==> src/hw/prot_params.svh <==
// Constants of the protection stage: register offsets, field positions,
// reset values and timing counts.
// Assumes a 50 MHz system clock and word-aligned APB byte addresses.
`ifndef PROT_PARAMS_SVH
`define PROT_PARAMS_SVH

// ----------------------------------------------------------------------
// Register offsets (byte addresses).
// ----------------------------------------------------------------------
`define OFS_CTRL      8'h00
`define OFS_PICKUP    8'h04
`define OFS_DELAY     8'h08
`define OFS_TDIAL     8'h0C
`define OFS_RELEASE   8'h10
`define OFS_STATUS    8'h14
`define OFS_COUNT     8'h18
`define OFS_EVTIME    8'h1C
`define TBL_SEL_BIT   7

// ----------------------------------------------------------------------
// Control field positions.
// ----------------------------------------------------------------------
`define CTRL_DLY_TYPE 0
`define CTRL_CURVE    1
`define CTRL_UNDER    2
`define CTRL_SW_BLK   3

// ----------------------------------------------------------------------
// Reset values.
// ----------------------------------------------------------------------
`define CTRL_RST      4'h0
`define PICKUP_RST    16'h0100
`define DELAY_RST     20'h00008
`define TDIAL_RST     12'h005
`define RELEASE_RST   20'h00000
`define CURVE_RST     16'h0064

// ----------------------------------------------------------------------
// Ratios in percent and timing.
// ----------------------------------------------------------------------
`define PCT_FULL      8'h64
`define PCT_DROP_OVER 8'h61
`define PCT_DROP_UNDR 8'h67
`define CLK_MHZ       50
`define CYCLE_TIME_US 5000
`define CYCLE_CLKS    (`CYCLE_TIME_US * `CLK_MHZ)
`define BLK_LEAD_MS   5
`define BLK_LEAD_TICKS ((`BLK_LEAD_MS * 1000) / `CYCLE_TIME_US)

`endif

==> src/hw/prot_pkg.sv <==
// Types shared by the protection stage design files.
// Assumes prot_params.svh supplies the numeric constants.
package prot_pkg;

  // Phase of one evaluation (program) cycle.
  typedef enum logic [3:0]
  {
    PH_IDLE  = 4'b0001,
    PH_BLOCK = 4'b0010,
    PH_PICK  = 4'b0100,
    PH_TIME  = 4'b1000
  } phase_e;

  // Stage state.
  typedef enum logic [4:0]
  {
    ST_IDLE    = 5'b00001,
    ST_START   = 5'b00010,
    ST_TRIP    = 5'b00100,
    ST_BLOCKED = 5'b01000,
    ST_RELEASE = 5'b10000
  } stage_e;

  // Control register fields.
  typedef struct packed
  {
    logic sw_blk;
    logic under;
    logic curve;
    logic dly_type;
  } ctrl_s;

  // Stage output flags.
  typedef struct packed
  {
    logic pickup;
    logic start;
    logic blocked;
    logic trip;
  } stat_s;

  // Blocking event record.
  typedef struct packed
  {
    logic [31:0] stamp;
    logic [15:0] mag;
    logic [2:0]  fault;
  } evt_s;

endpackage

==> src/hw/prot_stage.sv <==
// Generic protection stage: pick-up with hysteresis, blocking, and
// instant, definite-delay or inverse-time trip timing with release.
// Assumes an APB master on mclk, magnitude and fault type valid on mclk,
// and blocking and test-mode levels arriving asynchronously on pins.
//
// Functional notes
// - Each evaluation compares magnitude with setting and picks up past it.
// - Once picked up, drop only past 97 percent of the setting, or 103 percent in under mode.
// - Start follows pick-up only when blocking is inactive.
// - Blocking is sampled first in each program cycle.
// - Pick-up while blocked shows blocked and skips all timing.
// - Blocking during start drops start and runs release timing.
// - Each blocking of a pick-up outside release timing raises a display event and a stamped record.
// - In test mode a software switch can drive blocking.
// - Instant operation trips in the same evaluation as start.
// - Definite delay trips after the set delay of steady pick-up.
// - Inverse time takes its delay from the magnitude ratio curve.
// - Inverse time never trips before the minimum delay; zero disables.
// - Delay type 0 is definite, 1 inverse; reset default definite.
// - Delay counts in 5 ms steps, default 40 ms.
// - In definite time, zero delay gives instant operation, nonzero gives delayed.
// - Curve family 0 IEC, 1 IEEE; only used in inverse time.
// - Pick-up reset before trip holds timing and runs release; the timer clears only when release expires.
// - Inverse delays scale by a time dial in 0.01 steps.
`timescale 1ns/1ns
`include "prot_params.svh"
module prot_stage
#(
  parameter int unsigned CYCLE_CLKS = `CYCLE_CLKS
)
(
  input  wire logic            mclk,
  input  wire logic            rst_b,
  input  wire logic            psel,
  input  wire logic            penable,
  input  wire logic            pwrite,
  input  wire logic [7:0]      paddr,
  input  wire logic [31:0]     pwdata,
  output logic [31:0]          prdata,
  output logic                 pready,
  output logic                 pslverr,
  input  wire logic [15:0]     meas_mag,
  input  wire logic [2:0]      fault_type,
  input  wire logic            blk_in,
  input  wire logic            test_mode_in,
  output prot_pkg::stat_s      stat,
  output logic                 disp_evt,
  output logic                 blk_evt,
  output prot_pkg::evt_s       evt_rec
);

  import prot_pkg::*;

  localparam int TW = $clog2(CYCLE_CLKS);

  logic            rst_s1;
  logic            rst_sync_b;
  logic [TW-1:0]   tick_cnt;
  logic            tick;
  logic [31:0]     stamp;
  phase_e          phase;
  stage_e          stage;
  stage_e          next_stage;
  ctrl_s           ctrl;
  logic [15:0]     pick_set;
  logic [19:0]     dly_set;
  logic [11:0]     tdial;
  logic [19:0]     rel_set;
  logic [19:0]     cnt;
  logic [19:0]     next_cnt;
  logic [19:0]     rel_cnt;
  logic [19:0]     next_rel_cnt;
  logic [15:0]     mag_q;
  logic [15:0]     start_mag;
  logic            blk_pin;
  logic            test_mode;
  logic            blk_q;
  logic            picked;
  logic            next_picked;
  logic [23:0]     mag100;
  logic [3:0]      bucket;
  logic [15:0]     hit;
  logic [15:0]     num;
  logic [15:0]     den;
  logic [15:0]     curve_q;
  logic            blk_now;
  logic            apb_acc;
  logic            is_tbl;
  logic            tbl_rd;
  logic            tbl_rdy;
  logic            mem_wr;
  logic [4:0]      mem_rd_addr;
  logic            eval_rd;
  logic            known;

  // ----------------------------------------------------------------------
  // Reset release and pin synchronisers.
  // ----------------------------------------------------------------------

  // Release the reset through two flip-flops.
  always_ff @(posedge mclk or negedge rst_b)
  begin
    if (!rst_b)
    begin
      rst_s1     <= 1'b0;
      rst_sync_b <= 1'b0;
    end
    else
    begin
      rst_s1     <= 1'b1;
      rst_sync_b <= rst_s1;
    end
  end

  pin_sync u_blk_sync
  (
    .mclk  (mclk),
    .rst_b (rst_sync_b),
    .pin   (blk_in),
    .level (blk_pin)
  );

  pin_sync u_test_sync
  (
    .mclk  (mclk),
    .rst_b (rst_sync_b),
    .pin   (test_mode_in),
    .level (test_mode)
  );

  // ----------------------------------------------------------------------
  // Program cycle tick and time stamp.
  // ----------------------------------------------------------------------

  // Divide the clock down to one evaluation per program cycle.
  always_ff @(posedge mclk or negedge rst_sync_b)
  begin
    if (!rst_sync_b)
      tick_cnt <= '0;
    else if (tick)
      tick_cnt <= '0;
    else
      tick_cnt <= tick_cnt + TW'(1);
  end

  assign tick = (tick_cnt == TW'(CYCLE_CLKS - 1));

  // Free-running count of program cycles used to stamp events.
  always_ff @(posedge mclk or negedge rst_sync_b)
  begin
    if (!rst_sync_b)
      stamp <= 32'h0000_0000;
    else if (tick)
      stamp <= stamp + 32'h0000_0001;
  end

  // ----------------------------------------------------------------------
  // APB register file.
  // ----------------------------------------------------------------------

  // Decode whether an address names a table word or a known register.
  function automatic logic reg_known(input logic [7:0] a, input logic wr);
    case (a)
      `OFS_CTRL, `OFS_PICKUP, `OFS_DELAY, `OFS_TDIAL, `OFS_RELEASE:
        reg_known = 1'b1;
      `OFS_STATUS, `OFS_COUNT, `OFS_EVTIME:
        reg_known = !wr;
      default:
        reg_known = a[`TBL_SEL_BIT] && (a[1:0] == 2'b00);
    endcase
  endfunction

  assign apb_acc = psel && penable;
  assign is_tbl  = paddr[`TBL_SEL_BIT];
  assign known   = reg_known(paddr, pwrite);
  assign tbl_rd  = apb_acc && is_tbl && !pwrite && known;
  assign pready  = apb_acc && (!tbl_rd || tbl_rdy);
  assign pslverr = pready && !known;
  assign mem_wr  = pready && pwrite && is_tbl && known;

  // Table reads wait one cycle for the memory, longer if evaluation uses it.
  always_ff @(posedge mclk or negedge rst_sync_b)
  begin
    if (!rst_sync_b)
      tbl_rdy <= 1'b0;
    else
      tbl_rdy <= tbl_rd && !tbl_rdy && !eval_rd;
  end

  // Writable settings; a write lands on the completing access edge.
  always_ff @(posedge mclk or negedge rst_sync_b)
  begin
    if (!rst_sync_b)
    begin
      ctrl     <= `CTRL_RST;
      pick_set <= `PICKUP_RST;
      dly_set  <= `DELAY_RST;
      tdial    <= `TDIAL_RST;
      rel_set  <= `RELEASE_RST;
    end
    else if (pready && pwrite)
    begin
      case (paddr)
        `OFS_CTRL:    ctrl     <= pwdata[3:0];
        `OFS_PICKUP:  pick_set <= pwdata[15:0];
        `OFS_DELAY:   dly_set  <= pwdata[19:0];
        `OFS_TDIAL:   tdial    <= pwdata[11:0];
        `OFS_RELEASE: rel_set  <= pwdata[19:0];
        default:      ;
      endcase
    end
  end

  // Read data mux; unmapped addresses read zero.
  always_comb
  begin
    prdata = 32'h0000_0000;
    if (is_tbl && known)
      prdata = {16'h0000, curve_q};
    else
    begin
      case (paddr)
        `OFS_CTRL:    prdata = {28'h0000000, ctrl};
        `OFS_PICKUP:  prdata = {16'h0000, pick_set};
        `OFS_DELAY:   prdata = {12'h000, dly_set};
        `OFS_TDIAL:   prdata = {20'h00000, tdial};
        `OFS_RELEASE: prdata = {12'h000, rel_set};
        `OFS_STATUS:  prdata = {18'h00000, test_mode, bucket, stage, stat};
        `OFS_COUNT:   prdata = {12'h000, cnt};
        `OFS_EVTIME:  prdata = evt_rec.stamp;
        default:      prdata = 32'h0000_0000;
      endcase
    end
  end

  // ----------------------------------------------------------------------
  // Curve table.
  // ----------------------------------------------------------------------

  assign eval_rd     = (phase == PH_PICK);
  assign mem_rd_addr = eval_rd ? {ctrl.curve, bucket} : paddr[6:2];

  curve_mem u_curve
  (
    .mclk    (mclk),
    .rst_b   (rst_sync_b),
    .wr_en   (mem_wr),
    .wr_addr (paddr[6:2]),
    .wr_data (pwdata[15:0]),
    .rd_addr (mem_rd_addr),
    .rd_data (curve_q)
  );

  // ----------------------------------------------------------------------
  // Evaluation sequence.
  // ----------------------------------------------------------------------

  // Step through block sample, pick-up and timing once per tick.
  always_ff @(posedge mclk or negedge rst_sync_b)
  begin
    if (!rst_sync_b)
      phase <= PH_IDLE;
    else
    begin
      case (phase)
        PH_IDLE:  phase <= tick ? PH_BLOCK : PH_IDLE;
        PH_BLOCK: phase <= PH_PICK;
        PH_PICK:  phase <= PH_TIME;
        PH_TIME:  phase <= PH_IDLE;
        default:  phase <= PH_IDLE;
      endcase
    end
  end

  // Software switch may drive blocking while test mode is active.
  assign blk_now = blk_pin || (test_mode && ctrl.sw_blk);

  // Sample blocking and magnitude before any evaluation.
  always_ff @(posedge mclk or negedge rst_sync_b)
  begin
    if (!rst_sync_b)
    begin
      blk_q <= 1'b0;
      mag_q <= 16'h0000;
    end
    else if (phase == PH_BLOCK)
    begin
      blk_q <= blk_now;
      mag_q <= meas_mag;
    end
  end

  // ----------------------------------------------------------------------
  // Pick-up with fixed hysteresis and ratio bucket.
  // ----------------------------------------------------------------------

  assign mag100 = 24'(mag_q) * 24'(`PCT_FULL);

  // Over or under pick-up; hold until past the reset ratio threshold.
  always_comb
  begin
    next_picked = picked;
    if (!ctrl.under)
    begin
      if (picked)
        next_picked = mag100 >= 24'(pick_set) * 24'(`PCT_DROP_OVER);
      else
        next_picked = mag100 > 24'(pick_set) * 24'(`PCT_FULL);
    end
    else
    begin
      if (picked)
        next_picked = mag100 <= 24'(pick_set) * 24'(`PCT_DROP_UNDR);
      else
        next_picked = mag100 < 24'(pick_set) * 24'(`PCT_FULL);
    end
  end

  always_ff @(posedge mclk or negedge rst_sync_b)
  begin
    if (!rst_sync_b)
      picked <= 1'b0;
    else if (phase == PH_PICK)
      picked <= next_picked;
  end

  // Ratio in quarter steps from 1 to 4.75, taken as bucket for the curve.
  assign num = ctrl.under ? pick_set : mag_q;
  assign den = ctrl.under ? mag_q : pick_set;
  assign hit[0] = 1'b0;

  genvar gi;
  generate
    for (gi = 1; gi < 16; gi++)
    begin : g_ratio
      assign hit[gi] = (24'({num, 2'b00}) >= 24'(den) * 24'(4 + gi));
    end
  endgenerate

  always_comb
  begin
    bucket = 4'h0;
    for (int i = 1; i < 16; i++)
      bucket = bucket + 4'(hit[i]);
  end

  // ----------------------------------------------------------------------
  // Stage state and timing.
  // ----------------------------------------------------------------------

  // True once the elapsed program cycles cover the selected delay.
  function automatic logic delay_met(input logic [19:0] c);
    if (!ctrl.dly_type)
      delay_met = (c >= dly_set);
    else
      delay_met = (c >= dly_set) &&
        (32'(c) * 32'(`PCT_FULL) >= 32'(curve_q) * 32'(tdial));
  endfunction

  // Next stage, trip timer and release timer for this evaluation.
  always_comb
  begin
    next_stage   = stage;
    next_cnt     = cnt;
    next_rel_cnt = rel_cnt;
    case (stage)
      ST_IDLE:
      begin
        next_cnt = 20'h00000;
        if (picked && blk_q)
          next_stage = ST_BLOCKED;
        else if (picked)
          next_stage = delay_met(20'h00000) ? ST_TRIP : ST_START;
      end
      ST_START:
      begin
        if (!picked || blk_q)
        begin
          next_stage   = ST_RELEASE;
          next_rel_cnt = 20'h00000;
        end
        else
        begin
          next_cnt = cnt + 20'h00001;
          if (delay_met(next_cnt))
            next_stage = ST_TRIP;
        end
      end
      ST_TRIP:
      begin
        if (!picked || blk_q)
        begin
          next_stage = ST_IDLE;
          next_cnt   = 20'h00000;
        end
      end
      ST_BLOCKED:
        if (!picked)
          next_stage = ST_IDLE;
      ST_RELEASE:
      begin
        if (picked && !blk_q)
          next_stage = ST_START;
        else if (rel_cnt >= rel_set)
        begin
          next_stage = ST_IDLE;
          next_cnt   = 20'h00000;
        end
        else
          next_rel_cnt = rel_cnt + 20'h00001;
      end
      default:
      begin
        next_stage = ST_IDLE;
        next_cnt   = 20'h00000;
      end
    endcase
  end

  always_ff @(posedge mclk or negedge rst_sync_b)
  begin
    if (!rst_sync_b)
    begin
      stage   <= ST_IDLE;
      cnt     <= 20'h00000;
      rel_cnt <= 20'h00000;
    end
    else if (phase == PH_TIME)
    begin
      stage   <= next_stage;
      cnt     <= next_cnt;
      rel_cnt <= next_rel_cnt;
    end
  end

  // Latch the magnitude at which the stage picked up.
  always_ff @(posedge mclk or negedge rst_sync_b)
  begin
    if (!rst_sync_b)
      start_mag <= 16'h0000;
    else if (phase == PH_TIME && stage == ST_IDLE && picked)
      start_mag <= mag_q;
  end

  // ----------------------------------------------------------------------
  // Outputs and blocking events.
  // ----------------------------------------------------------------------

  // Registered stage flags, refreshed after each evaluation.
  always_ff @(posedge mclk or negedge rst_sync_b)
  begin
    if (!rst_sync_b)
      stat <= '0;
    else if (phase == PH_TIME)
    begin
      stat.pickup  <= picked;
      stat.start   <= (next_stage == ST_START) ||
                      (next_stage == ST_TRIP);
      stat.blocked <= (next_stage == ST_BLOCKED);
      stat.trip    <= (next_stage == ST_TRIP);
    end
  end

  // One-cycle event pulses with a stamped record on each blocking of a pick-up, except while in release.
  always_ff @(posedge mclk or negedge rst_sync_b)
  begin
    if (!rst_sync_b)
    begin
      disp_evt <= 1'b0;
      blk_evt  <= 1'b0;
      evt_rec  <= '0;
    end
    else if (phase == PH_TIME && picked && blk_q &&
             stage != ST_BLOCKED && stage != ST_RELEASE)
    begin
      disp_evt      <= 1'b1;
      blk_evt       <= 1'b1;
      evt_rec.stamp <= stamp;
      evt_rec.mag   <= (stage == ST_IDLE) ? mag_q : start_mag;
      evt_rec.fault <= fault_type;
    end
    else
    begin
      disp_evt <= 1'b0;
      blk_evt  <= 1'b0;
    end
  end

endmodule

==> src/hw/pin_sync.sv <==
// Three-stage synchroniser for one asynchronous pin.
// Assumes an active-low synchronous-domain reset; output settles when
// the second and third stages agree.
`timescale 1ns/1ns
module pin_sync
(
  input  wire logic mclk,
  input  wire logic rst_b,
  input  wire logic pin,
  output logic      level
);

  logic s1;
  logic s2;
  logic s3;

  // Shift chain; only the second stage reads the first.
  always_ff @(posedge mclk or negedge rst_b)
  begin
    if (!rst_b)
    begin
      s1 <= 1'b0;
      s2 <= 1'b0;
      s3 <= 1'b0;
    end
    else
    begin
      s1 <= pin;
      s2 <= s1;
      s3 <= s2;
    end
  end

  // Accept a change once the two later stages agree.
  always_ff @(posedge mclk or negedge rst_b)
  begin
    if (!rst_b)
      level <= 1'b0;
    else if (s2 == s3)
      level <= s3;
  end

endmodule

==> src/hw/curve_mem.sv <==
// Inverse-curve table: 32 words of 16 bits, one write and one read port.
// Assumes the caller holds the read address stable for one cycle; read
// data appear from a register one cycle later.
`timescale 1ns/1ns
`include "prot_params.svh"
module curve_mem
(
  input  wire logic        mclk,
  input  wire logic        rst_b,
  input  wire logic        wr_en,
  input  wire logic [4:0]  wr_addr,
  input  wire logic [15:0] wr_data,
  input  wire logic [4:0]  rd_addr,
  output logic [15:0]      rd_data
);

  logic [15:0] mem [32];

  // Table storage, loaded with a flat default curve at reset.
  always_ff @(posedge mclk or negedge rst_b)
  begin
    if (!rst_b)
    begin
      for (int i = 0; i < 32; i++)
        mem[i] <= `CURVE_RST;
    end
    else if (wr_en)
      mem[wr_addr] <= wr_data;
  end

  // Registered read port.
  always_ff @(posedge mclk or negedge rst_b)
  begin
    if (!rst_b)
      rd_data <= 16'h0000;
    else
      rd_data <= mem[rd_addr];
  end

endmodule

==> config.mk <==
export PLATFORM = sky130hd
export DESIGN_NAME = prot_stage
export DESIGN_NICKNAME = d
export VERILOG_FILES = /design/src/hw/prot_pkg.sv /design/src/hw/prot_stage.sv /design/src/hw/pin_sync.sv /design/src/hw/curve_mem.sv
export VERILOG_INCLUDE_DIRS = /design/src /design/src/hw
export SDC_FILE = /design/constraint.sdc
export NUM_CORES = 2
export LEC_CHECK = 0
export BUFFER_PORTS_ARGS = -buffer_cell sky130_fd_sc_hd__buf_2
export CAP_MARGIN = 20
export CORE_ASPECT_RATIO = 2
export CORE_MARGIN = 2
export CORE_UTILIZATION = 50
export DETAILED_ROUTE_END_ITERATION = 10
export HOLD_SLACK_MARGIN = 0.12
export PLACE_DENSITY = 0.75
export SKIP_LAST_GASP = 1
export SYNTH_ARGS = -nofsm -noshare
export SYNTH_HDL_FRONTEND = slang
export SYNTH_SLANG_ARGS = --single-unit
==> constraint.sdc <==
create_clock -name mclk -period 22.9 [get_ports mclk]
set_input_delay 2.29 -clock mclk [delete_from_list [all_inputs] [get_ports mclk]]
set_output_delay 2.29 -clock mclk [all_outputs]
set_load 0.05 [all_outputs]
# ---- Yosys cells after proc, flatten, opt, wreduce, memory -nomap -nowiden
# Index checks and enable logic that the tools add are counted.
dict set report classes {
  addsub 18
  n_mul 19
  div 0
  magnitude_cmp 27
  n_eq_ne 30
  shifts 0
  n_mux 45
  bitwise 3
  n_reduce_logical 48
}
# cell n
set ops {}
lappend ops {{bitwise mux 512 bit} 1}
lappend ops {{one-hot mux 32 bit (8 select lines)} 1}
lappend ops {{greater-or-equal comparator 18 x 20 -> 1 bit} 8}
lappend ops {{two-way mux 20 bit} 6}
lappend ops {{multiplier 16 x 4 -> 20 bit (second input constant)} 5}
lappend ops {{two-way mux 16 bit} 6}
lappend ops {{multiplier 16 x 5 -> 21 bit (second input constant)} 4}
lappend ops {{binary-select mux 16 bit (select 5 bit)} 1}
lappend ops {{demux 16 bit (select 5 bit)} 1}
lappend ops {{one-hot mux 20 bit (4 select lines)} 1}
lappend ops {{greater-or-equal comparator 18 x 19 -> 1 bit} 4}
lappend ops {{multiplier 16 x 3 -> 19 bit (second input constant)} 4}
lappend ops {{greater-or-equal comparator 18 x 21 -> 1 bit} 3}
lappend ops {{multiplier 16 x 7 -> 23 bit (second input constant)} 2}
lappend ops {{two-way mux 5 bit} 9}
lappend ops {{adder 4 x 1 -> 4 bit} 11}
lappend ops {{adder 20 x 1 -> 20 bit (second input constant)} 2}
lappend ops {{greater-or-equal comparator 20 bit} 2}
lappend ops {{one-hot mux 20 bit (2 select lines)} 1}
lappend ops {{multiplier 16 x 2 -> 18 bit (second input constant)} 2}
lappend ops {{adder 32 x 1 -> 32 bit (second input constant)} 1}
lappend ops {{== test 8 x 5 -> 1 bit (second input constant)} 4}
lappend ops {{two-way mux 32 bit} 1}
lappend ops {{greater-or-equal comparator 1 x 28 -> 1 bit (first input constant)} 1}
lappend ops {{50 further kinds} 109}
dict set report word_totals {
  register_bits 800
  latchBits 0
  ramBits 0
  rom_bits 0
  inputBits 66
  output_inout_bits 91
  elab_cells 260
  n_memories 0
}

# ---- Logic depth before layout (Yosys ltp)
dict set report depth {
  word_depth 22
  depth_mapped 43
  ltp_nobuf 37
}

# ---- By module
# Synthesis repeated with hierarchy kept, for this count alone.
dict set report unflattened {
  cells_unflattened 6631
  hier_area_um2 67832.6
}
# module instances cells_per_inst area_per_inst_um2
set by_module_without_submodules {}
lappend by_module_without_submodules {prot_stage 1 4875 43100.1}
lappend by_module_without_submodules {curve_mem 1 1746 24509.8}
lappend by_module_without_submodules {pin_sync 2 5 111.4}

# ---- Least setup slack after synthesis
# Ideal clock, no wire load.
dict set report synth_timing {
  path_type {reg2out}
  from {reg ctrl[2] in the netlist's numbering}
  to {out prdata[10]}
  arrival_time_ps 9817
  required_ps 20610
  path_slack_ps 10793
  stages_incl_launch_ff 33
  path_cell_list {dfrtp_1 > clkbuf_1 > clkbuf_1 > clkbuf_1 > o21ai_0 > inv_1 > fa_1 > inv_1 > ha_1 > a21oi_1 > o21bai_1 > a21oi_1 > o21ai_0 > a21o_1 > a21oi_1 > xor2_1 > ha_1 > a21oi_1 > nor2b_1 > o21ai_0 > nand2b_1 > a21oi_1 > nor2b_1 > o311ai_0 > fa_1 > fa_1 > fa_1 > fa_1 > fa_1 > inv_1 > fa_1 > a221oi_1 > nand3_1}
}
dict set report synth_via {
  elab_chain_cells 19
  elab_cells_between_ends 46
  classes_between {add/sub: 14; mul: 13; order compare: 15; mux: 4}
}
# element line
set synth_lines {}
lappend synth_lines {{from (decl)} prot_stage.sv:64} ;# ctrl_s ctrl;
lappend synth_lines {{from (signal assigned)} prot_stage.sv:195} ;# ctrl <= `CTRL_RST;
lappend synth_lines {{from (signal assigned)} prot_stage.sv:204} ;# `OFS_CTRL: ctrl <= pwdata[3:0];
lappend synth_lines {{two-way mux 16 bit} prot_stage.sv:329} ;# assign den = ctrl.under ? mag_q : pick_set;
lappend synth_lines {{multiplier 16 x 3 -> 19 bit or multiplier 16 x 2 -> 18 bit (tied branches)} prot_stage.sv:336} ;# assign hit[gi] = (24'({num, 2'b00}) >= 24'(den) * 24'(4 + gi));
lappend synth_lines {{greater-or-equal comparator 18 x 19 -> 1 bit} prot_stage.sv:336}
lappend synth_lines {{adder 1 x 1 -> 2 bit} prot_stage.sv:344} ;# bucket = bucket + 4'(hit[i]);
lappend synth_lines {{adder 2 x 1 -> 3 bit} prot_stage.sv:344}
lappend synth_lines {{adder 3 x 1 -> 4 bit} prot_stage.sv:344}
lappend synth_lines {{adder 4 x 1 -> 4 bit (10 in a row)} prot_stage.sv:344}
lappend synth_lines {{adder 4 x 1 -> 4 bit (*)} prot_stage.sv:344}
lappend synth_lines {{one-hot mux 32 bit (8 select lines) (*)} prot_stage.sv:222} ;# case (paddr)
lappend synth_lines {{two-way mux 32 bit (*)} prot_stage.sv:218} ;# if (is_tbl && known)
lappend synth_lines {{to (decl)} prot_stage.sv:39} ;# output logic [31:0] prdata,
# Mark *: on every way between the ends. The rest lies on a longest branch, timed or not.

# ---- Final worst setup path
dict set report layout_timing {
  from {reg pick_set[2]}
  to {out prdata[11]}
}
dict set report layout_via {
  elab_chain_cells 19
  elab_cells_between_ends 46
  classes_between {add/sub: 14; mul: 13; order compare: 15; mux: 4}
}
# element line
set layout_lines {}
lappend layout_lines {{from (decl)} prot_stage.sv:65} ;# logic [15:0] pick_set;
lappend layout_lines {{from (signal assigned)} prot_stage.sv:196} ;# pick_set <= `PICKUP_RST;
lappend layout_lines {{from (signal assigned)} prot_stage.sv:205} ;# `OFS_PICKUP: pick_set <= pwdata[15:0];
lappend layout_lines {{two-way mux 16 bit} prot_stage.sv:329}
lappend layout_lines {{multiplier 16 x 3 -> 19 bit or multiplier 16 x 2 -> 18 bit (tied branches)} prot_stage.sv:336}
lappend layout_lines {{greater-or-equal comparator 18 x 19 -> 1 bit} prot_stage.sv:336}
lappend layout_lines {{adder 1 x 1 -> 2 bit} prot_stage.sv:344}
lappend layout_lines {{adder 2 x 1 -> 3 bit} prot_stage.sv:344}
lappend layout_lines {{adder 3 x 1 -> 4 bit} prot_stage.sv:344}
lappend layout_lines {{adder 4 x 1 -> 4 bit (10 in a row)} prot_stage.sv:344}
lappend layout_lines {{adder 4 x 1 -> 4 bit (*)} prot_stage.sv:344}
lappend layout_lines {{one-hot mux 32 bit (8 select lines) (*)} prot_stage.sv:222}
lappend layout_lines {{two-way mux 32 bit (*)} prot_stage.sv:218}
# Marked as above.

==> results.md <==
- Final HPWL DP: 152.5 mm
- Fin util: 54.32%
- Syn Inst Count: 7008
- CTS sink count: 800
- Worst-case clock buffer depth: 3
- Top Ports: 157
- Crit. End Element: primary output
- Die Ht: 526.9 um
- CTS resizes: 0
- Initial antenna violation count: 13
- Core footprint: 135500 um2
- Leak pwr: 36.86 nW
- Pins Over Slew Limit: 0
- Final hold vios: 0
- Reg2reg end: u_curve.rd_data[14]
- Yosys warns: 0
- Vias in the first global route: 56679
- Final #Nets: 8237
- Drc violations: 0
- CP startpoint kind: flop
- GR Util All Layers: 29.54%
- Result of the run: completed
- Ys async rst share: 100.0%
- Netlist Area Pre-Place: 68360 um2
- Initial DRC count: 3797
- Max Cap Viol: 0
- Yosys reg bits: 800
- Root Buffer: clkbuf_16
- Routed WL: 206.8 mm
- Tmin final: 14.15 ns
- Fin cells: 8805
- Inst Count DP: 8653
- Skew final: 0.04067 ns
- Max-slew headroom: 17.65%
- CTS tree: done
- Die ar.: 139900 um2
- Initial DRT Pass Iterations: 7
- Post-Syn Nets: 8242
- FF-to-FF Start: pick_set[2]
- Seq/Total Area, Yosys: 29.47%
- Crit Path Category: reg2out
- Share of cells above drive strength 1: 16.22%
- Worst reg2reg path depth: 37
- Pwr Density: 44.19 nW/um2
- Clk pin slew, worst setup/hold paths: 0.06 ns
- Routability cong.: 1.028
- Routed WL per cell: 23.49 um
- FF-to-FF setup slack: 9.95 ns
- FMAX: 0.07065 GHz
- H-tree Lvls: 3
- Setup Buffers After CTS: 0
- Slew @ Worst Pin: 1.232 ns
- Count of cell types in the netlist: 98
- Largest net degree at the start of global routing: 189
- Hold WC Path Type: reg2async
- Worst stage delay on the critical path: 0.91 ns
- First-pass GRT wire length: 318.5 mm
- Vias: 54555
- Avg Inst Size Synth: 9.755 um2
- DR vias/cell: 6.196
- Worst Path Arrival: 11.86 ns
- Hold_buf cts: 0
- Worst skew pair latency: 0.73 ns
- Area delta synth->final: 7.674%
- Num CTS Buffers: 80
- RSZ-0062 raised after global routing: false
- Worst Path Max Fanout: 10
- Most used DFF post-synth: dfrtp_1
- Starting Density: 50.45%
- Most common cell after layout, fill and taps aside: ha_1
- Fraction of the cycle the final worst path needs: 61.81%
- Worst Path Required: 20.61 ns
- Power after layout: 3.253 mW
- Post-synth EDFFs: 0
- Setup TNS: 0 ns
- Most frequent cells in the layout: 846 x ha_1, 766 x nand2_1, 696 x dfrtp_1
- Site Rows: 191
- Buffers added on ports: 144
- Grt ovf: 0
- Worst hold slack: 0.1495 ns
- Critical path's slowest cell: o21ai_2
- Peak VDD IR: 0.05328 mV
- Die Width: 265.5 um
- Crit path top cell by count: fa_1
- Final ANT Viol Nets: 0
- Number of setup violations in the final report: 0
==> power by group <==
| part | internal [mW] | switching [mW] |
|---|---|---|
| clock network | 0.754 | 0.608 |
| registers | 1.43 | 0.0377 |
| logic | 0.144 | 0.274 |
| total | 2.33 | 0.920 |
==> critical path, delay by kind of cell (launching register included) <==
family                   cells  cell delay, ns
adder cells (fa/ha/maj)     10            4.24
buffers and inverters        5            1.06
XOR/XNOR                     2            0.89
flip-flops                   1            0.68
AND/OR/NAND/NOR              4            0.43
AO/OA/AOI/OAI               14            3.81
==> sequential cells by signal, summed over array words and instances, names as in the netlist, 4 cells and up <==
name and flops:
tick_cnt 18, pick_set 16, start_mag 16, stage 5
dly_set 20, u_curve.mem 512, stamp 32, rel_cnt 20
tdial 12, evt_rec 51, cnt 20, stat 4
mag_q 16, ctrl 4, phase 4, rel_set 20
u_curve.rd_data 16
==> cells in the mapped netlist, types with 35 or more instances <==
cell type  instances  share of area [%]
a211oi_1         205                2.3
a21o_1           161                1.8
a21oi_1          281                2.1
a22oi_1           35               0.38
a311oi_1          70               0.90
a31oi_1           93               0.85
and2_1           241                2.2
and3_1            53               0.49
clkbuf_1         287                1.6
dfrtp_1          698                 26
dfstp_2          102                3.9
fa_1             322                9.4
ha_1             846                 15
inv_1            690                3.8
mux2_2           608                 10
mux2i_1           42               0.61
nand2_1          766                4.2
nand2b_1          60               0.55
nand3_1          122               0.89
nand4_1           59               0.54
nor2_1           195                1.1
nor2b_1           51               0.47
nor3_1            57               0.42
o21a_1            40               0.44
o21ai_0          234                1.7
o31ai_1           37               0.41
xnor2_1          163                2.1
xor2_1           114                1.5
==> cell families (layout without fill, tap and decap cells) <==
group,Yosys count,after routing,share of synthesized area [%]
AOI/OAI and AO/OA,1370,1370,13.55
xor gates and xnor gates,277,277,3.549
adders and majority gates,1170,1170,24.94
buffers and inverters,1006,1064,5.547
DFF,800,800,29.47
muxes,651,651,10.66
other,1,3,0.005485
and+or+nand+nor,1733,1733,12.27
==> per-stage QoR <==
step | setup WS, ns | area [um2]
final | 8.745 | 73610
after global routing | 8.459 | 73610
after detailed placement | 9.711 | 70850
after floorplan | 10.01 | 68370
after global placement | 9.757 | 70850
after CTS | 8.943 | 73510
==> worst max path at each step <==
stage	from	end	slack (ns)	cells after the start
floorplan	rst_sync_b	blk_evt	10.01	0
global placement	pick_set[2]	prdata[11]	9.76	35
detailed placement	pick_set[2]	prdata[11]	9.71	35
CTS	pick_set[2]	prdata[11]	8.94	35
global route	pick_set[2]	prdata[11]	8.46	35
finish	pick_set[2]	prdata[11]	8.75	35
==> layout make-up <==
| cell class | instances | area, um2 |
|---|---|---|
| clock buffers | 116 | 2349 |
| flip-flops and latches | 800 | 20150 |
| inverters | 692 | 2597 |
| repair buffers | 227 | 1463 |
| fillers | 11758 | 61890 |
| clock inverters | 29 | 315.3 |
| multi-input cells | 5202 | 44560 |
| diodes | 2 | 5.005 |
| well taps | 1737 | 2173 |
==> routing by layer <==
metal | wire length [um] | vias up | track usage [%]
li1 | - | 24411 | -
met1 | 69470 | 26945 | 29.98
met2 | 102200 | 2167 | 51.39
met3 | 14710 | 1012 | 6.400
met4 | 20270 | 20 | 24.93
met5 | 164 | - | 0.2808
(Power assumes the default switching activity.)
